<file path="config.mk">
export PLATFORM = sky130hd
export DESIGN_NAME = bcbe_core
export DESIGN_NICKNAME = d
export VERILOG_FILES = /design/src/include/bcbe_pkg.sv /design/src/verilog/bcbe_core.sv /design/src/verilog/bcbe_alu.sv
export VERILOG_INCLUDE_DIRS = /design/src /design/src/include
export SDC_FILE = /design/constraint.sdc
export NUM_CORES = 1
export LEC_CHECK = 0
export ABC_AREA = 1
export BUFFER_PORTS_ARGS = -buffer_cell sky130_fd_sc_hd__buf_2
export CORE_MARGIN = 10
export CORE_UTILIZATION = 28
export DETAILED_ROUTE_END_ITERATION = 16
export GPL_TIMING_DRIVEN = 1
export PLACE_DENSITY = 0.49
export SYNTH_ARGS = -nofsm -noshare
export SYNTH_HDL_FRONTEND = slang
export SYNTH_SLANG_ARGS = --single-unit
export TNS_END_PERCENT = 10
</file>
<file path="constraint.sdc">
create_clock -name clk -period 1.95 [get_ports clk]
set_input_delay 0.195 -clock clk [delete_from_list [all_inputs] [get_ports clk]]
set_output_delay 0.195 -clock clk [all_outputs]
set_load 0.01 [all_outputs]
</file>
<file path="src/include/bcbe_consts.svh">
/*
 Constants of the bit, compare and branch execution block: opcodes, fields,
 register offsets and reset values. Assumes a 10-bit instruction word.
*/
//
// How it works
// (RL1) Set-bit forces bit j of memory word at data_pointer to one, one cycle.
// (RL2) Clear-bit forces bit j of memory word at data_pointer to zero, one cycle.
// (RL3) Bit-test skips the next instruction when bit j of memory is zero.
// (RL4) Compares skip when accumulator equals memory, or equals second-word immediate.
// (RL5) In-page branch loads seven-bit address into low counter, page kept.
// (RL6) Long branch: first word gives page, second word gives low address.
// (RL7) Indexed in-page branch: page kept, a6..a4 from second word, low four bits from accumulator.
// (RL8) Indexed long branch: page from second word low bits, low from a6..a4 plus accumulator.
// (RL9) Branch page operand is limited to values zero to seven.
// (RL10) Rotate shifts accumulator right through carry flag.
// (RL11) Logic op combines accumulator and E by selected function into accumulator.
// (RL12) In a run of load-immediates only the first executes.
// (RL13) Table read loads low four program bits to accumulator, uses one stack level.
// (RL14) With upper reference flag set, table read moves upper bit into carry.
// (RL15) Add-immediate keeps carry, skips next when no overflow.
// (RL16) Add-with-carry adds memory and carry, sum to accumulator, carry out to carry.
// (RL17) Carry-test skips next instruction when carry is zero.
// (RL18) Skipped instructions fetch as no-ops, two-word ones lose both words.
`ifndef BCBE_CONSTS_SVH
`define BCBE_CONSTS_SVH

// ----------------------------------------------------------------------------
// Opcodes (casez patterns)
// ----------------------------------------------------------------------------
`define BCBE_OP_SETB     10'b00_0101_11??
`define BCBE_OP_CLRB     10'b00_0100_11??
`define BCBE_OP_SKBZ     10'b00_0010_00??
`define BCBE_OP_CMPM     10'b00_0010_0110
`define BCBE_OP_CMPI     10'b00_0010_0101
`define BCBE_OP_BR       10'b01_1???_????
`define BCBE_OP_BRL      10'b00_0011_????
`define BCBE_OP_BRA      10'b00_0000_0001
`define BCBE_OP_BRLA     10'b00_0001_0000
`define BCBE_OP_ROT      10'b00_0001_1101
`define BCBE_OP_LOGIC    10'b00_0001_1000
`define BCBE_OP_LDI      10'b00_0111_????
`define BCBE_OP_ADDI     10'b00_0110_????
`define BCBE_OP_ADDC     10'b00_0000_1010
`define BCBE_OP_SKCZ     10'b00_0010_1111
`define BCBE_OP_TBL      10'b00_0100_1010
`define BCBE_OP_URSET    10'b00_0001_1100

// ----------------------------------------------------------------------------
// Fields
// ----------------------------------------------------------------------------
`define BCBE_TBL_CY_BIT  9
`define BCBE_IDX_HI      6
`define BCBE_IDX_LO      4

// ----------------------------------------------------------------------------
// APB register map and reset values
// ----------------------------------------------------------------------------
`define BCBE_REG_CTRL    12'h000
`define BCBE_REG_STAT    12'h004
`define BCBE_REG_PC      12'h008
`define BCBE_FSEL_RST    2'h0
`define BCBE_PC_RST      10'h000
`define BCBE_ACC_RST     4'h0

`endif

</file>
<file path="src/include/bcbe_pkg.sv">
/*
 Types of the bit, compare and branch execution block.
 Assumes bcbe_consts.svh is compiled alongside.
*/
`default_nettype none

package bcbe_pkg;

   // Sequencer state, one-hot
   typedef enum logic [1:0] {
      ST_FIRST  = 2'b01,
      ST_SECOND = 2'b10
   } bcbe_state_e;

   // Kind of a pending two-word instruction
   typedef enum logic [3:0] {
      PK_CMPI = 4'b0001,
      PK_BRL  = 4'b0010,
      PK_BRA  = 4'b0100,
      PK_BRLA = 4'b1000
   } bcbe_pend_e;

   // Logic function chosen by gate_function_select
   typedef enum logic [1:0] {
      GF_AND  = 2'h0,
      GF_OR   = 2'h1,
      GF_XOR  = 2'h2,
      GF_XNOR = 2'h3
   } bcbe_gfn_e;

endpackage : bcbe_pkg

`default_nettype wire

</file>
<file path="src/verilog/bcbe_core.sv">
/*
 Execution of bit, compare-skip, branch, rotate, logic, add, load-immediate
 and table-read instructions, with an APB slave for control and status.
 Assumes the fetch side presents the word at prog_counter each step pulse,
 and that data memory and table memory answer combinationally.
*/
// The APB register port and the register addresses are this design's own decisions.
`default_nettype none
`include "bcbe_consts.svh"

module bcbe_core (
   // Clock and reset
   input  wire logic        clk,
   input  wire logic        rst_b,
   // Instruction stream
   input  wire logic        step,
   input  wire logic [9:0]  instr,
   output logic      [9:0]  prog_counter,
   // Data memory at data_pointer
   input  wire logic [3:0]  mem_rdata,
   output logic      [3:0]  mem_wdata,
   output logic             mem_we,
   // Register E and table memory
   input  wire logic [3:0]  e_reg,
   input  wire logic [2:0]  tbl_page,
   output logic      [6:0]  tbl_addr,
   input  wire logic [9:0]  tbl_data,
   output logic             stack_use,
   // Core state
   output logic      [3:0]  acc,
   output logic             carry_flag,
   output logic             upper_ref_flag,
   // APB slave
   input  wire logic        psel,
   input  wire logic        penable,
   input  wire logic        pwrite,
   input  wire logic [11:0] paddr,
   input  wire logic [31:0] pwdata,
   output logic      [31:0] prdata,
   output logic             pready,
   output logic             pslverr
);

   // ---------------------------------------------------------------------------
   // Helpers
   // ---------------------------------------------------------------------------
   function automatic logic pick_bit(input logic [3:0] w, input logic [1:0] j);
      pick_bit = w[j];
   endfunction : pick_bit

   function automatic logic [6:0] idx_low(input logic [9:0] w, input logic [3:0] a);
      idx_low = {w[`BCBE_IDX_HI:`BCBE_IDX_LO], a};
   endfunction : idx_low

   // ---------------------------------------------------------------------------
   // Reset release
   // ---------------------------------------------------------------------------
   logic rst_s1_q;
   logic rst_s2_q;
   logic rst_n;

   always_ff @(posedge clk or negedge rst_b) begin
      if (!rst_b) begin
         rst_s1_q <= 1'b0;
         rst_s2_q <= 1'b0;
      end else begin
         rst_s1_q <= 1'b1;
         rst_s2_q <= rst_s1_q;
      end
   end

   assign rst_n = rst_s2_q;

   // ---------------------------------------------------------------------------
   // State
   // ---------------------------------------------------------------------------
   bcbe_pkg::bcbe_state_e state_q;
   bcbe_pkg::bcbe_state_e state_d;
   bcbe_pkg::bcbe_pend_e  pend_q;
   bcbe_pkg::bcbe_pend_e  pend_d;
   logic [2:0]            page_q;
   logic [2:0]            page_d;
   logic [6:0]            low_q;
   logic [6:0]            low_d;
   logic [2:0]            ppage_q;
   logic [2:0]            ppage_d;
   logic [3:0]            acc_q;
   logic [3:0]            acc_d;
   logic                  cy_q;
   logic                  cy_d;
   logic                  urs_q;
   logic                  urs_d;
   logic                  skip_q;
   logic                  skip_d;
   logic                  kill_q;
   logic                  kill_d;
   logic                  ldi_q;
   logic                  ldi_d;
   logic                  stk_q;
   logic                  stk_d;
   logic [1:0]            fsel_q;

   logic [3:0] sum;
   logic       sum_carry;
   logic [3:0] rot;
   logic       rot_carry;
   logic [3:0] gate;
   logic       use_cy;
   logic [3:0] alu_opnd;

   assign use_cy   = (instr ==? `BCBE_OP_ADDC);
   assign alu_opnd = (instr ==? `BCBE_OP_ADDI) ? instr[3:0] :
                     (instr ==? `BCBE_OP_ADDC) ? mem_rdata : e_reg;

   bcbe_alu u_alu (
      .acc                  (acc_q),
      .opnd                 (alu_opnd),
      .carry_in             (cy_q),
      .use_carry            (use_cy),
      .gate_function_select (fsel_q),
      .sum                  (sum),
      .sum_carry            (sum_carry),
      .rot                  (rot),
      .rot_carry            (rot_carry),
      .gate                 (gate)
   );

   // ---------------------------------------------------------------------------
   // Decode and execute
   // ---------------------------------------------------------------------------
   logic two_word;
   logic is_ldi;

   assign two_word = (instr ==? `BCBE_OP_CMPI) || (instr ==? `BCBE_OP_BRL) ||
                     (instr ==? `BCBE_OP_BRA)  || (instr ==? `BCBE_OP_BRLA);
   assign is_ldi   = (instr ==? `BCBE_OP_LDI);
   assign tbl_addr = {tbl_page, acc_q};

   always_comb begin
      state_d   = state_q;
      pend_d    = pend_q;
      page_d    = page_q;
      low_d     = low_q + 7'h01;
      ppage_d   = ppage_q;
      acc_d     = acc_q;
      cy_d      = cy_q;
      urs_d     = urs_q;
      skip_d    = 1'b0;
      kill_d    = 1'b0;
      ldi_d     = ldi_q;
      stk_d     = 1'b0;
      mem_we    = 1'b0;
      mem_wdata = mem_rdata;
      if (state_q == bcbe_pkg::ST_SECOND) begin
         state_d = bcbe_pkg::ST_FIRST;
         ldi_d   = 1'b0;
         if (!kill_q) begin   // see (RL18)
            case (pend_q)
               bcbe_pkg::PK_CMPI: begin
                  skip_d = (acc_q == instr[3:0]);   // see (RL4)
               end
               bcbe_pkg::PK_BRL: begin
                  page_d = ppage_q;   // see (RL6)
                  low_d  = instr[6:0];
               end
               bcbe_pkg::PK_BRA: begin
                  low_d = idx_low(instr, acc_q);   // see (RL7)
               end
               default: begin
                  page_d = instr[2:0];   // see (RL8) (RL9)
                  low_d  = idx_low(instr, acc_q);
               end
            endcase
         end
      end else if (skip_q || (ldi_q && is_ldi)) begin   // see (RL12) (RL18)
         ldi_d = is_ldi;
         if (two_word) begin
            state_d = bcbe_pkg::ST_SECOND;
            kill_d  = 1'b1;
         end
      end else begin
         ldi_d = is_ldi;
         if (two_word) begin
            state_d = bcbe_pkg::ST_SECOND;
            ppage_d = instr[2:0];   // see (RL9)
         end
         casez (instr)
            `BCBE_OP_SETB: begin
               mem_we               = 1'b1;
               mem_wdata[instr[1:0]] = 1'b1;   // see (RL1)
            end
            `BCBE_OP_CLRB: begin
               mem_we               = 1'b1;
               mem_wdata[instr[1:0]] = 1'b0;   // see (RL2)
            end
            `BCBE_OP_SKBZ: begin
               skip_d = !pick_bit(mem_rdata, instr[1:0]);   // see (RL3)
            end
            `BCBE_OP_CMPM: begin
               skip_d = (acc_q == mem_rdata);   // see (RL4)
            end
            `BCBE_OP_CMPI: begin
               pend_d = bcbe_pkg::PK_CMPI;
            end
            `BCBE_OP_BR: begin
               low_d = instr[6:0];   // see (RL5)
            end
            `BCBE_OP_BRL: begin
               pend_d = bcbe_pkg::PK_BRL;
            end
            `BCBE_OP_BRA: begin
               pend_d = bcbe_pkg::PK_BRA;
            end
            `BCBE_OP_BRLA: begin
               pend_d = bcbe_pkg::PK_BRLA;
            end
            `BCBE_OP_ROT: begin
               acc_d = rot;   // see (RL10)
               cy_d  = rot_carry;
            end
            `BCBE_OP_LOGIC: begin
               acc_d = gate;   // see (RL11)
            end
            `BCBE_OP_LDI: begin
               acc_d = instr[3:0];
            end
            `BCBE_OP_ADDI: begin
               acc_d  = sum;   // see (RL15)
               skip_d = !sum_carry;
            end
            `BCBE_OP_ADDC: begin
               acc_d = sum;   // see (RL16)
               cy_d  = sum_carry;
            end
            `BCBE_OP_SKCZ: begin
               skip_d = !cy_q;   // see (RL17)
            end
            `BCBE_OP_TBL: begin
               acc_d = tbl_data[3:0];   // see (RL13)
               stk_d = 1'b1;
               if (urs_q) begin
                  cy_d = tbl_data[`BCBE_TBL_CY_BIT];   // see (RL14)
               end
            end
            `BCBE_OP_URSET: begin
               urs_d = 1'b1;   // see (RL14)
            end
            default: begin
               acc_d = acc_q;
            end
         endcase
      end
      if (!step) begin
         state_d   = state_q;
         pend_d    = pend_q;
         page_d    = page_q;
         low_d     = low_q;
         ppage_d   = ppage_q;
         acc_d     = acc_q;
         cy_d      = cy_q;
         urs_d     = urs_q;
         skip_d    = skip_q;
         kill_d    = kill_q;
         ldi_d     = ldi_q;
         stk_d     = 1'b0;
         mem_we    = 1'b0;
      end
   end

   // ---------------------------------------------------------------------------
   // Sequencer and program counter
   // ---------------------------------------------------------------------------
   always_ff @(posedge clk or negedge rst_n) begin
      if (!rst_n) begin
         state_q <= bcbe_pkg::ST_FIRST;
         pend_q  <= bcbe_pkg::PK_CMPI;
         page_q  <= 3'(`BCBE_PC_RST >> 7);
         low_q   <= 7'h00;
         ppage_q <= 3'h0;
         skip_q  <= 1'b0;
         kill_q  <= 1'b0;
         ldi_q   <= 1'b0;
         stk_q   <= 1'b0;
      end else begin
         state_q <= state_d;
         pend_q  <= pend_d;
         page_q  <= page_d;
         low_q   <= low_d;
         ppage_q <= ppage_d;
         skip_q  <= skip_d;
         kill_q  <= kill_d;
         ldi_q   <= ldi_d;
         stk_q   <= stk_d;
      end
   end

   // ---------------------------------------------------------------------------
   // Accumulator and flags
   // ---------------------------------------------------------------------------
   always_ff @(posedge clk or negedge rst_n) begin
      if (!rst_n) begin
         acc_q <= `BCBE_ACC_RST;
         cy_q  <= 1'b0;
         urs_q <= 1'b0;
      end else begin
         acc_q <= acc_d;
         cy_q  <= cy_d;
         urs_q <= urs_d;
      end
   end

   assign prog_counter   = {page_q, low_q};
   assign acc            = acc_q;
   assign carry_flag     = cy_q;
   assign upper_ref_flag = urs_q;
   assign stack_use      = stk_q;

   // ---------------------------------------------------------------------------
   // APB slave
   // ---------------------------------------------------------------------------
   logic apb_wr;
   logic apb_hit;

   assign pready  = 1'b1;
   assign apb_hit = (paddr == `BCBE_REG_CTRL) || (paddr == `BCBE_REG_STAT) || (paddr == `BCBE_REG_PC);
   assign pslverr = psel && penable && !apb_hit;
   assign apb_wr  = psel && penable && pwrite && (paddr == `BCBE_REG_CTRL);

   always_ff @(posedge clk or negedge rst_n) begin
      if (!rst_n) begin
         fsel_q <= `BCBE_FSEL_RST;
      end else if (apb_wr) begin
         fsel_q <= pwdata[1:0];   // see (RL11)
      end
   end

   always_comb begin
      prdata = 32'h0000_0000;
      if (psel && !pwrite) begin
         case (paddr)
            `BCBE_REG_CTRL: begin
               prdata = {30'h0, fsel_q};
            end
            `BCBE_REG_STAT: begin
               prdata = {24'h0, kill_q, skip_q, urs_q, cy_q, acc_q};
            end
            `BCBE_REG_PC: begin
               prdata = {22'h0, page_q, low_q};
            end
            default: begin
               prdata = 32'h0000_0000;
            end
         endcase
      end
   end

endmodule : bcbe_core

`default_nettype wire

</file>
<file path="src/verilog/bcbe_alu.sv">
/*
 Combinational arithmetic of the execution block: adds, rotate and logic.
 Assumes operands are stable for the whole instruction cycle.
*/
`default_nettype none

module bcbe_alu (
   // Operands
   input  wire logic [3:0] acc,
   input  wire logic [3:0] opnd,
   input  wire logic       carry_in,
   input  wire logic       use_carry,
   input  wire logic [1:0] gate_function_select,
   // Results
   output logic      [3:0] sum,
   output logic            sum_carry,
   output logic      [3:0] rot,
   output logic            rot_carry,
   output logic      [3:0] gate
);

   logic [4:0] wide;

   // ---------------------------------------------------------------------------
   // Adder
   // ---------------------------------------------------------------------------
   always_comb begin
      wide      = {1'b0, acc} + {1'b0, opnd} + {4'h0, carry_in & use_carry};   // see (RL15) (RL16)
      sum       = wide[3:0];
      sum_carry = wide[4];
   end

   // ---------------------------------------------------------------------------
   // Rotate right through carry and logic unit
   // ---------------------------------------------------------------------------
   always_comb begin
      rot       = {carry_in, acc[3:1]};   // see (RL10)
      rot_carry = acc[0];
      case (bcbe_pkg::bcbe_gfn_e'(gate_function_select))   // see (RL11)
         bcbe_pkg::GF_AND: begin
            gate = acc & opnd;
         end
         bcbe_pkg::GF_OR: begin
            gate = acc | opnd;
         end
         bcbe_pkg::GF_XOR: begin
            gate = acc ^ opnd;
         end
         default: begin
            gate = ~(acc ^ opnd);
         end
      endcase
   end

endmodule : bcbe_alu

`default_nettype wire

</file>
; Yosys cells after proc, flatten, opt, wreduce, memory -nomap -nowiden
; Index checks and enable logic that the tools add are counted.
[word_totals]
latchBits = 0
romBits = 0
word_cells = 135
regBits = 33
mem_count = 0
input_bits = 81
mem_bits_rw = 0
[classes]
multipliers = 0
bitwise_logic = 12
add_sub_neg = 3
div = 0
n_reduce_logical = 34
mux = 41
order_cmp = 2
shifts = 0
n_eq_ne = 28
[ops]
columns = op, count
row1 = 10-bit by 5-bit == test with 1-bit output (second input constant), 4
row2 = 32-bit two-way mux, 1
row3 = 10-bit by 6-bit == test with 1-bit output (second input constant), 3
row4 = 10-bit case mux with 3 select lines, 1
row5 = 7-bit two-way mux, 4
row6 = 4-bit case mux with 5 select lines, 1
row7 = 4-bit AND reduction, 5
row8 = 1-bit two-way mux, 19
row9 = 8-bit by 5-bit == test with 1-bit output (second input constant), 2
row10 = 4-bit two-way mux, 4
row11 = 4-bit case mux with 4 select lines, 1
row12 = 7-bit case mux with 2 select lines, 1
row13 = 12-bit by 3-bit == test with 1-bit output (second input constant), 1
row14 = 12-bit by 4-bit == test with 1-bit output (second input constant), 1
row15 = 6-bit by 3-bit == test with 1-bit output (second input constant), 2
row16 = 12-bit zero test, 1
row17 = 4-bit case mux with 3 select lines, 1
row18 = 10-bit by 1-bit == test with 1-bit output (second input constant), 1
row19 = 10-bit by 4-bit == test with 1-bit output (second input constant), 1
row20 = 10-bit by 7-bit == test with 1-bit output (second input constant), 1
row21 = 4-bit bitwise AND, 2
row22 = 4-bit == test, 2
row23 = 8-bit by 4-bit == test with 1-bit output (second input constant), 1
row24 = 4-bit inverter, 2
row25 = 35 further kinds, 58

; Longest topological paths before layout
[depth]
word_depth = 9
mapped_depth = 21
depth_no_buf = 20

; By module
; A second synthesis with hierarchy kept.
[hier_totals]
cells_unflattened = 582
hier_area_um2 = 3701.0
[modules_own_cells]
columns = module, seq_area_each_um2, cells_each, n_inst, area_each_um2
row1 = bcbe_core, 828.3, 518, 1, 3266.9
row2 = bcbe_alu, 0.0, 64, 1, 434.2

; Worst setup path after synthesis
; Ideal clock, no wire load.
[synth_timing]
kind = in2reg
start = in instr[2]
end = reg skip_q
arrival_time_ps = 2478
n_path_buf = 1
required_ps = 1885
stages = 19
setup_ps = 65
slack_ps = -593
cell_sequence = inv_2 nand2_1 nor2_2 nand3_1 buf_2 nand2_1 o21ai_1 o21ai_1 inv_1 fa_1 fa_1 nand2_1 nand2_1 a21oi_1 nand2_1 o21ai_0 nand3b_1 nand2_1 nand2_1
[synth_via]
elab_chain_len = 9
[synth_rtl]
columns = element, line
row1 = "start, declared", bcbe_core.sv:17  ; input wire logic [9:0] instr,
row2 = 10-bit by 4-bit == test with 1-bit output, --
row3 = 4-bit two-way mux, bcbe_core.sv:113  ; (instr ==? `BCBE_OP_ADDC) ? mem_rdata : e_reg;
row4 = 4-bit two-way mux, bcbe_core.sv:112  ; assign alu_opnd = (instr ==? `BCBE_OP_ADDI) ? instr[3:0] :
row5 = 4-bit by 4-bit adder with 5-bit output, bcbe_alu.sv:28  ; wide = {1'b0, acc} + {1'b0, opnd} + {4'h0, carry_in & use_carry};
row6 = 5-bit by 1-bit adder with 5-bit output, bcbe_alu.sv:28
row7 = 1-bit zero test, bcbe_core.sv:229  ; skip_d = !sum_carry;
row8 = 1-bit case mux with 4 select lines, bcbe_core.sv:187  ; casez (instr)
row9 = 1-bit two-way mux, bcbe_core.sv:175  ; end else if (skip_q || (ldi_q && is_ldi)) begin
row10 = 1-bit two-way mux (*), bcbe_core.sv:154  ; if (state_q == bcbe_pkg::ST_SECOND) begin
row11 = "end signal, assigned", bcbe_core.sv:290  ; skip_q <= skip_d;
row12 = "end, declared", bcbe_core.sv:93  ; logic skip_q;
; Mark *: on every way between the ends. The rest lies on a longest branch, timed or not.
; A chain may end at the register's enable or synchronous reset.

; Final worst setup path
[layout_timing]
start = in instr[7]
end = reg cy_q, in the netlist carry_flag
[layout_via]
elab_chain_len = 6
[layout_rtl]
columns = element, line
row1 = 10-bit by 4-bit == test with 1-bit output, bcbe_core.sv:187
row2 = 4-bit two-way mux, bcbe_core.sv:113
row3 = 4-bit two-way mux, bcbe_core.sv:112
row4 = 4-bit by 4-bit adder with 5-bit output, bcbe_alu.sv:28
row5 = 5-bit by 1-bit adder with 5-bit output, bcbe_alu.sv:28
row6 = 1-bit case mux with 3 select lines, bcbe_core.sv:187
row7 = "end signal, assigned", bcbe_core.sv:307  ; cy_q <= cy_d;
row8 = "end, declared", bcbe_core.sv:89  ; logic cy_q;
; Parallel ways exist; a longest one is shown, timed or not.

==> flow_summary.json <==
{
  "ys_seq_elements": 33,
  "post_drt_wl_per_cell_um": 15.1,
  "r2r_slack_ns": -0.11,
  "reg2reg_from": "carry_flag$_DFFE_PN0P_",
  "endpoint_kind": "register",
  "finalWorstSetupSlack_ns": -0.199,
  "final.min_clock_period_ns": 2.15,
  "critPathCapture": "carry_flag$_DFFE_PN0P_",
  "cts_max_path_buffers": 2,
  "grt_first_pass_wirelength_mm": 20.5,
  "stdcell_count": 854,
  "vias": 3945,
  "dpl.cell_count": 835,
  "synth.top_cells.by_area": "dfrtp_1 22%, nand2_1 17%, buf_4 6.9%, inv_1 6.6%, nor2_1 5.9%",
  "path_max_fanout": 3,
  "initial_core_util": 0.287,
  "synth_area_leader_cell": "dfrtp_1",
  "area_growth_syn_to_layout_pct": 36.8,
  "synth_most_common_cell": "nand2_1",
  "ys_types": 41,
  "cp.required_ns": 2.13,
  "drt_first_pass_iters": 5,
  "seq_area_frac_synth": 0.238,
  "maxCapViolCount": 0,
  "row_count": 40,
  "totalWireLength_mm": 12.9,
  "violations": "negative setup slack",
  "numCtsBuffers": 5,
  "overflow": 0,
  "synth_edf_count": 0,
  "fin_skew_ns": 0.0150,
  "portBuffers": 79,
  "core_sq_um": 12100,
  "clk_latency_ns": 0.29,
  "start_kind": "input port",
  "synth.cell_area_sq_um": 3480,
  "first_global_vias": 3953,
  "gp_congestion": 0.880,
  "drtAntennaViolNets": 0,
  "grt_max_degree": 32,
  "drcViolationCount": 0,
  "synthCells": 544,
  "setup_viol_count_final": 10,
  "rsz0062_at_grt": "yes",
  "final_nets": 777,
  "die_width_um": 131,
  "crit_path_start": "instr[7]",
  "yosys-top-cells-count": "154 x nand2_1, 61 x inv_1, 55 x nor2_1",
  "antenna_found_initial": 0,
  "yosys_warnings": 0,
  "viasPerCell": 4.62,
  "ff2ff_path_depth": 11,
  "pre_cts_ws_ns": -0.639,
  "dieHeight_um": 131,
  "whs_ns": 0.165,
  "fmax_ghz": 0.465,
  "hold_viol": 0,
  "drt_iter0_drc": 325,
  "yosysTopAreaCellShare": 0.223,
  "drive_gt1_frac": 0.338,
  "place.detailed.hpwl_mm": 10.6,
  "p_leak_nw": 2.54,
  "die_area_sq_um": 17300,
  "period_share": 1.10,
  "htreeDepth": 2,
  "slew_violations": 0,
  "status": "finished with violations",
  "cts_tree": "yes",
  "cts-root-buf": "clkbuf_16",
  "avgSynthCellArea_sq_um": 6.39,
  "async_flop_share": 1.00,
  "fin_total_pwr_mw": 2.92,
  "power_per_cell_area_nw_per_um2": 614,
  "diodes": 0,
  "io_pins": 144,
  "synth_ff_type": "dfrtp_1",
  "cts.clk_slew.worst_paths_ns": 0.07,
  "cp.arrival_ns": 2.32,
  "grt_use_total": 0.142,
  "reg2reg_to": "carry_flag$_DFFE_PN0P_",
  "fillers": 1365,
  "cts_sinks": 33,
  "path_class": "input port to register",
  "hold_class": "input port to register",
  "ir_drop_mv": 0.445
}
[worst min-delay path by stage]
stage | from | endpoint | slack, ns | cells after the start
5_1_grt | pwdata[0] | fsel_q[0]$_DFFE_PN0P_ | 0.18 | 3
3_5_place_dp | rst_b | rst_n$_DFF_PN0_ | -0.02 | 1
3_3_place_gp | rst_b | rst_n$_DFF_PN0_ | -0.02 | 1
6_report | pwdata[0] | fsel_q[0]$_DFFE_PN0P_ | 0.17 | 3
2_1_floorplan | rst_b | rst_n$_DFF_PN0_ | -0.10 | 0
4_1_cts | pwdata[0] | fsel_q[0]$_DFFE_PN0P_ | 0.16 | 3
[final cells by class]
cell class	instances	area, sq um	share of cell area
multi-input cells	423	2280	0.479
well taps	168	210	0.0442
clock buffers	5	125	0.0263
repair buffers	150	983	0.207
flip-flops and latches	33	828	0.174
inverters	72	317	0.0665
clock inverters	3	17.5	0.00368
[power breakdown]
part	switching (mW)	internal (mW)
registers	0.132	0.834
clock network	0.335	0.469
logic	0.683	0.469
[registers in the layout, indices dropped and copies added, names as in the netlist, 2 cells and up]
register and flops:
fsel_q 2, page_q 3, state_q 2, low_q 7, acc 4, ppage_q 3
pend_q 4
[layer usage]
metal | part of all wire | vias up | global-route usage | wire length (um)
met2 | 0.47 | 133 | 0.237 | 6020
met1 | 0.46 | 1841 | 0.186 | 5950
met3 | 0.063 | 8 | 0.0328 | 816
met4 | 0.0064 | 0 | 0.0204 | 82
li1 | - | 1963 | - | -
met5 | 0 | - | 0 | 0
[cells in the final DEF, fill, tap and decap left out, drive strengths merged]
cell         Yosys  routed
o21bai           4       4
a21oi            9       9
nand2          169     169
o2111ai          1       1
o22ai           13      13
nand4            6       6
xnor2            2       2
o211ai           7       7
nand3           44      44
a31oi            2       2
nor3             9       9
o21ai           34      34
nand3b           4       4
inv             71      71
or2              2       2
dfstp            2       2
a22o             1       1
xor2             9       9
clkbuf           2       5
conb             2      24
dlygate4sd3      0       1
clkinv           1       3
buf             36     149
fa               2       2
nor2            72      72
clkinvlp         0       1
ha               9       9
dfrtp           31      31
[per-stage QoR]
step	TNS [ns]	cell area (sq um)	util
floorplan	-1.27	3670	-
global placement	-2.86	4440	0.367
detailed placement	-3.16	4440	0.367
CTS	-1.08	4690	0.387
global route	-2.26	4760	0.393
finish	-1.02	4760	0.393
[what timing repair did]
action / in CTS / in global routing
endpoints found under the setup margin: 10 / 10
buffers inserted: 7 / 3
pin swaps: 13 / 14
resized for setup: 19 / 14
endpoints found under the hold margin: 2 / 0
hold buffers: 1 / 0
[cell families (layout without fill, tap and decap cells)]
group                    Yosys count  in the layout  synth area share
flip-flops                        33             33             0.238
adder cells (fa/ha/maj)           11             11            0.0439
buffers and inverters            110            230             0.160
AO/OA/AOI/OAI                     71             71             0.126
XOR/XNOR                          11             11            0.0277
other                              2             24           0.00216
AND/OR/NAND/NOR                  306            306             0.403
[critical path: stages]
cell      delay (ns)
buf_8           0.11
inv_8           0.05
nand2_8         0.05
nor2_4          0.11
nand3_2         0.10
nand2_1         0.09
o21ai_2         0.06
o21ai_2         0.16
inv_2           0.06
fa_2            0.36
fa_2            0.38
nand2_1         0.07
nand2_1         0.07
a21oi_2         0.15
buf_4           0.12
o211ai_1        0.07
nand2_1         0.06
nand2_1         0.05
Note: power is estimated with default switching activity, not from simulation.
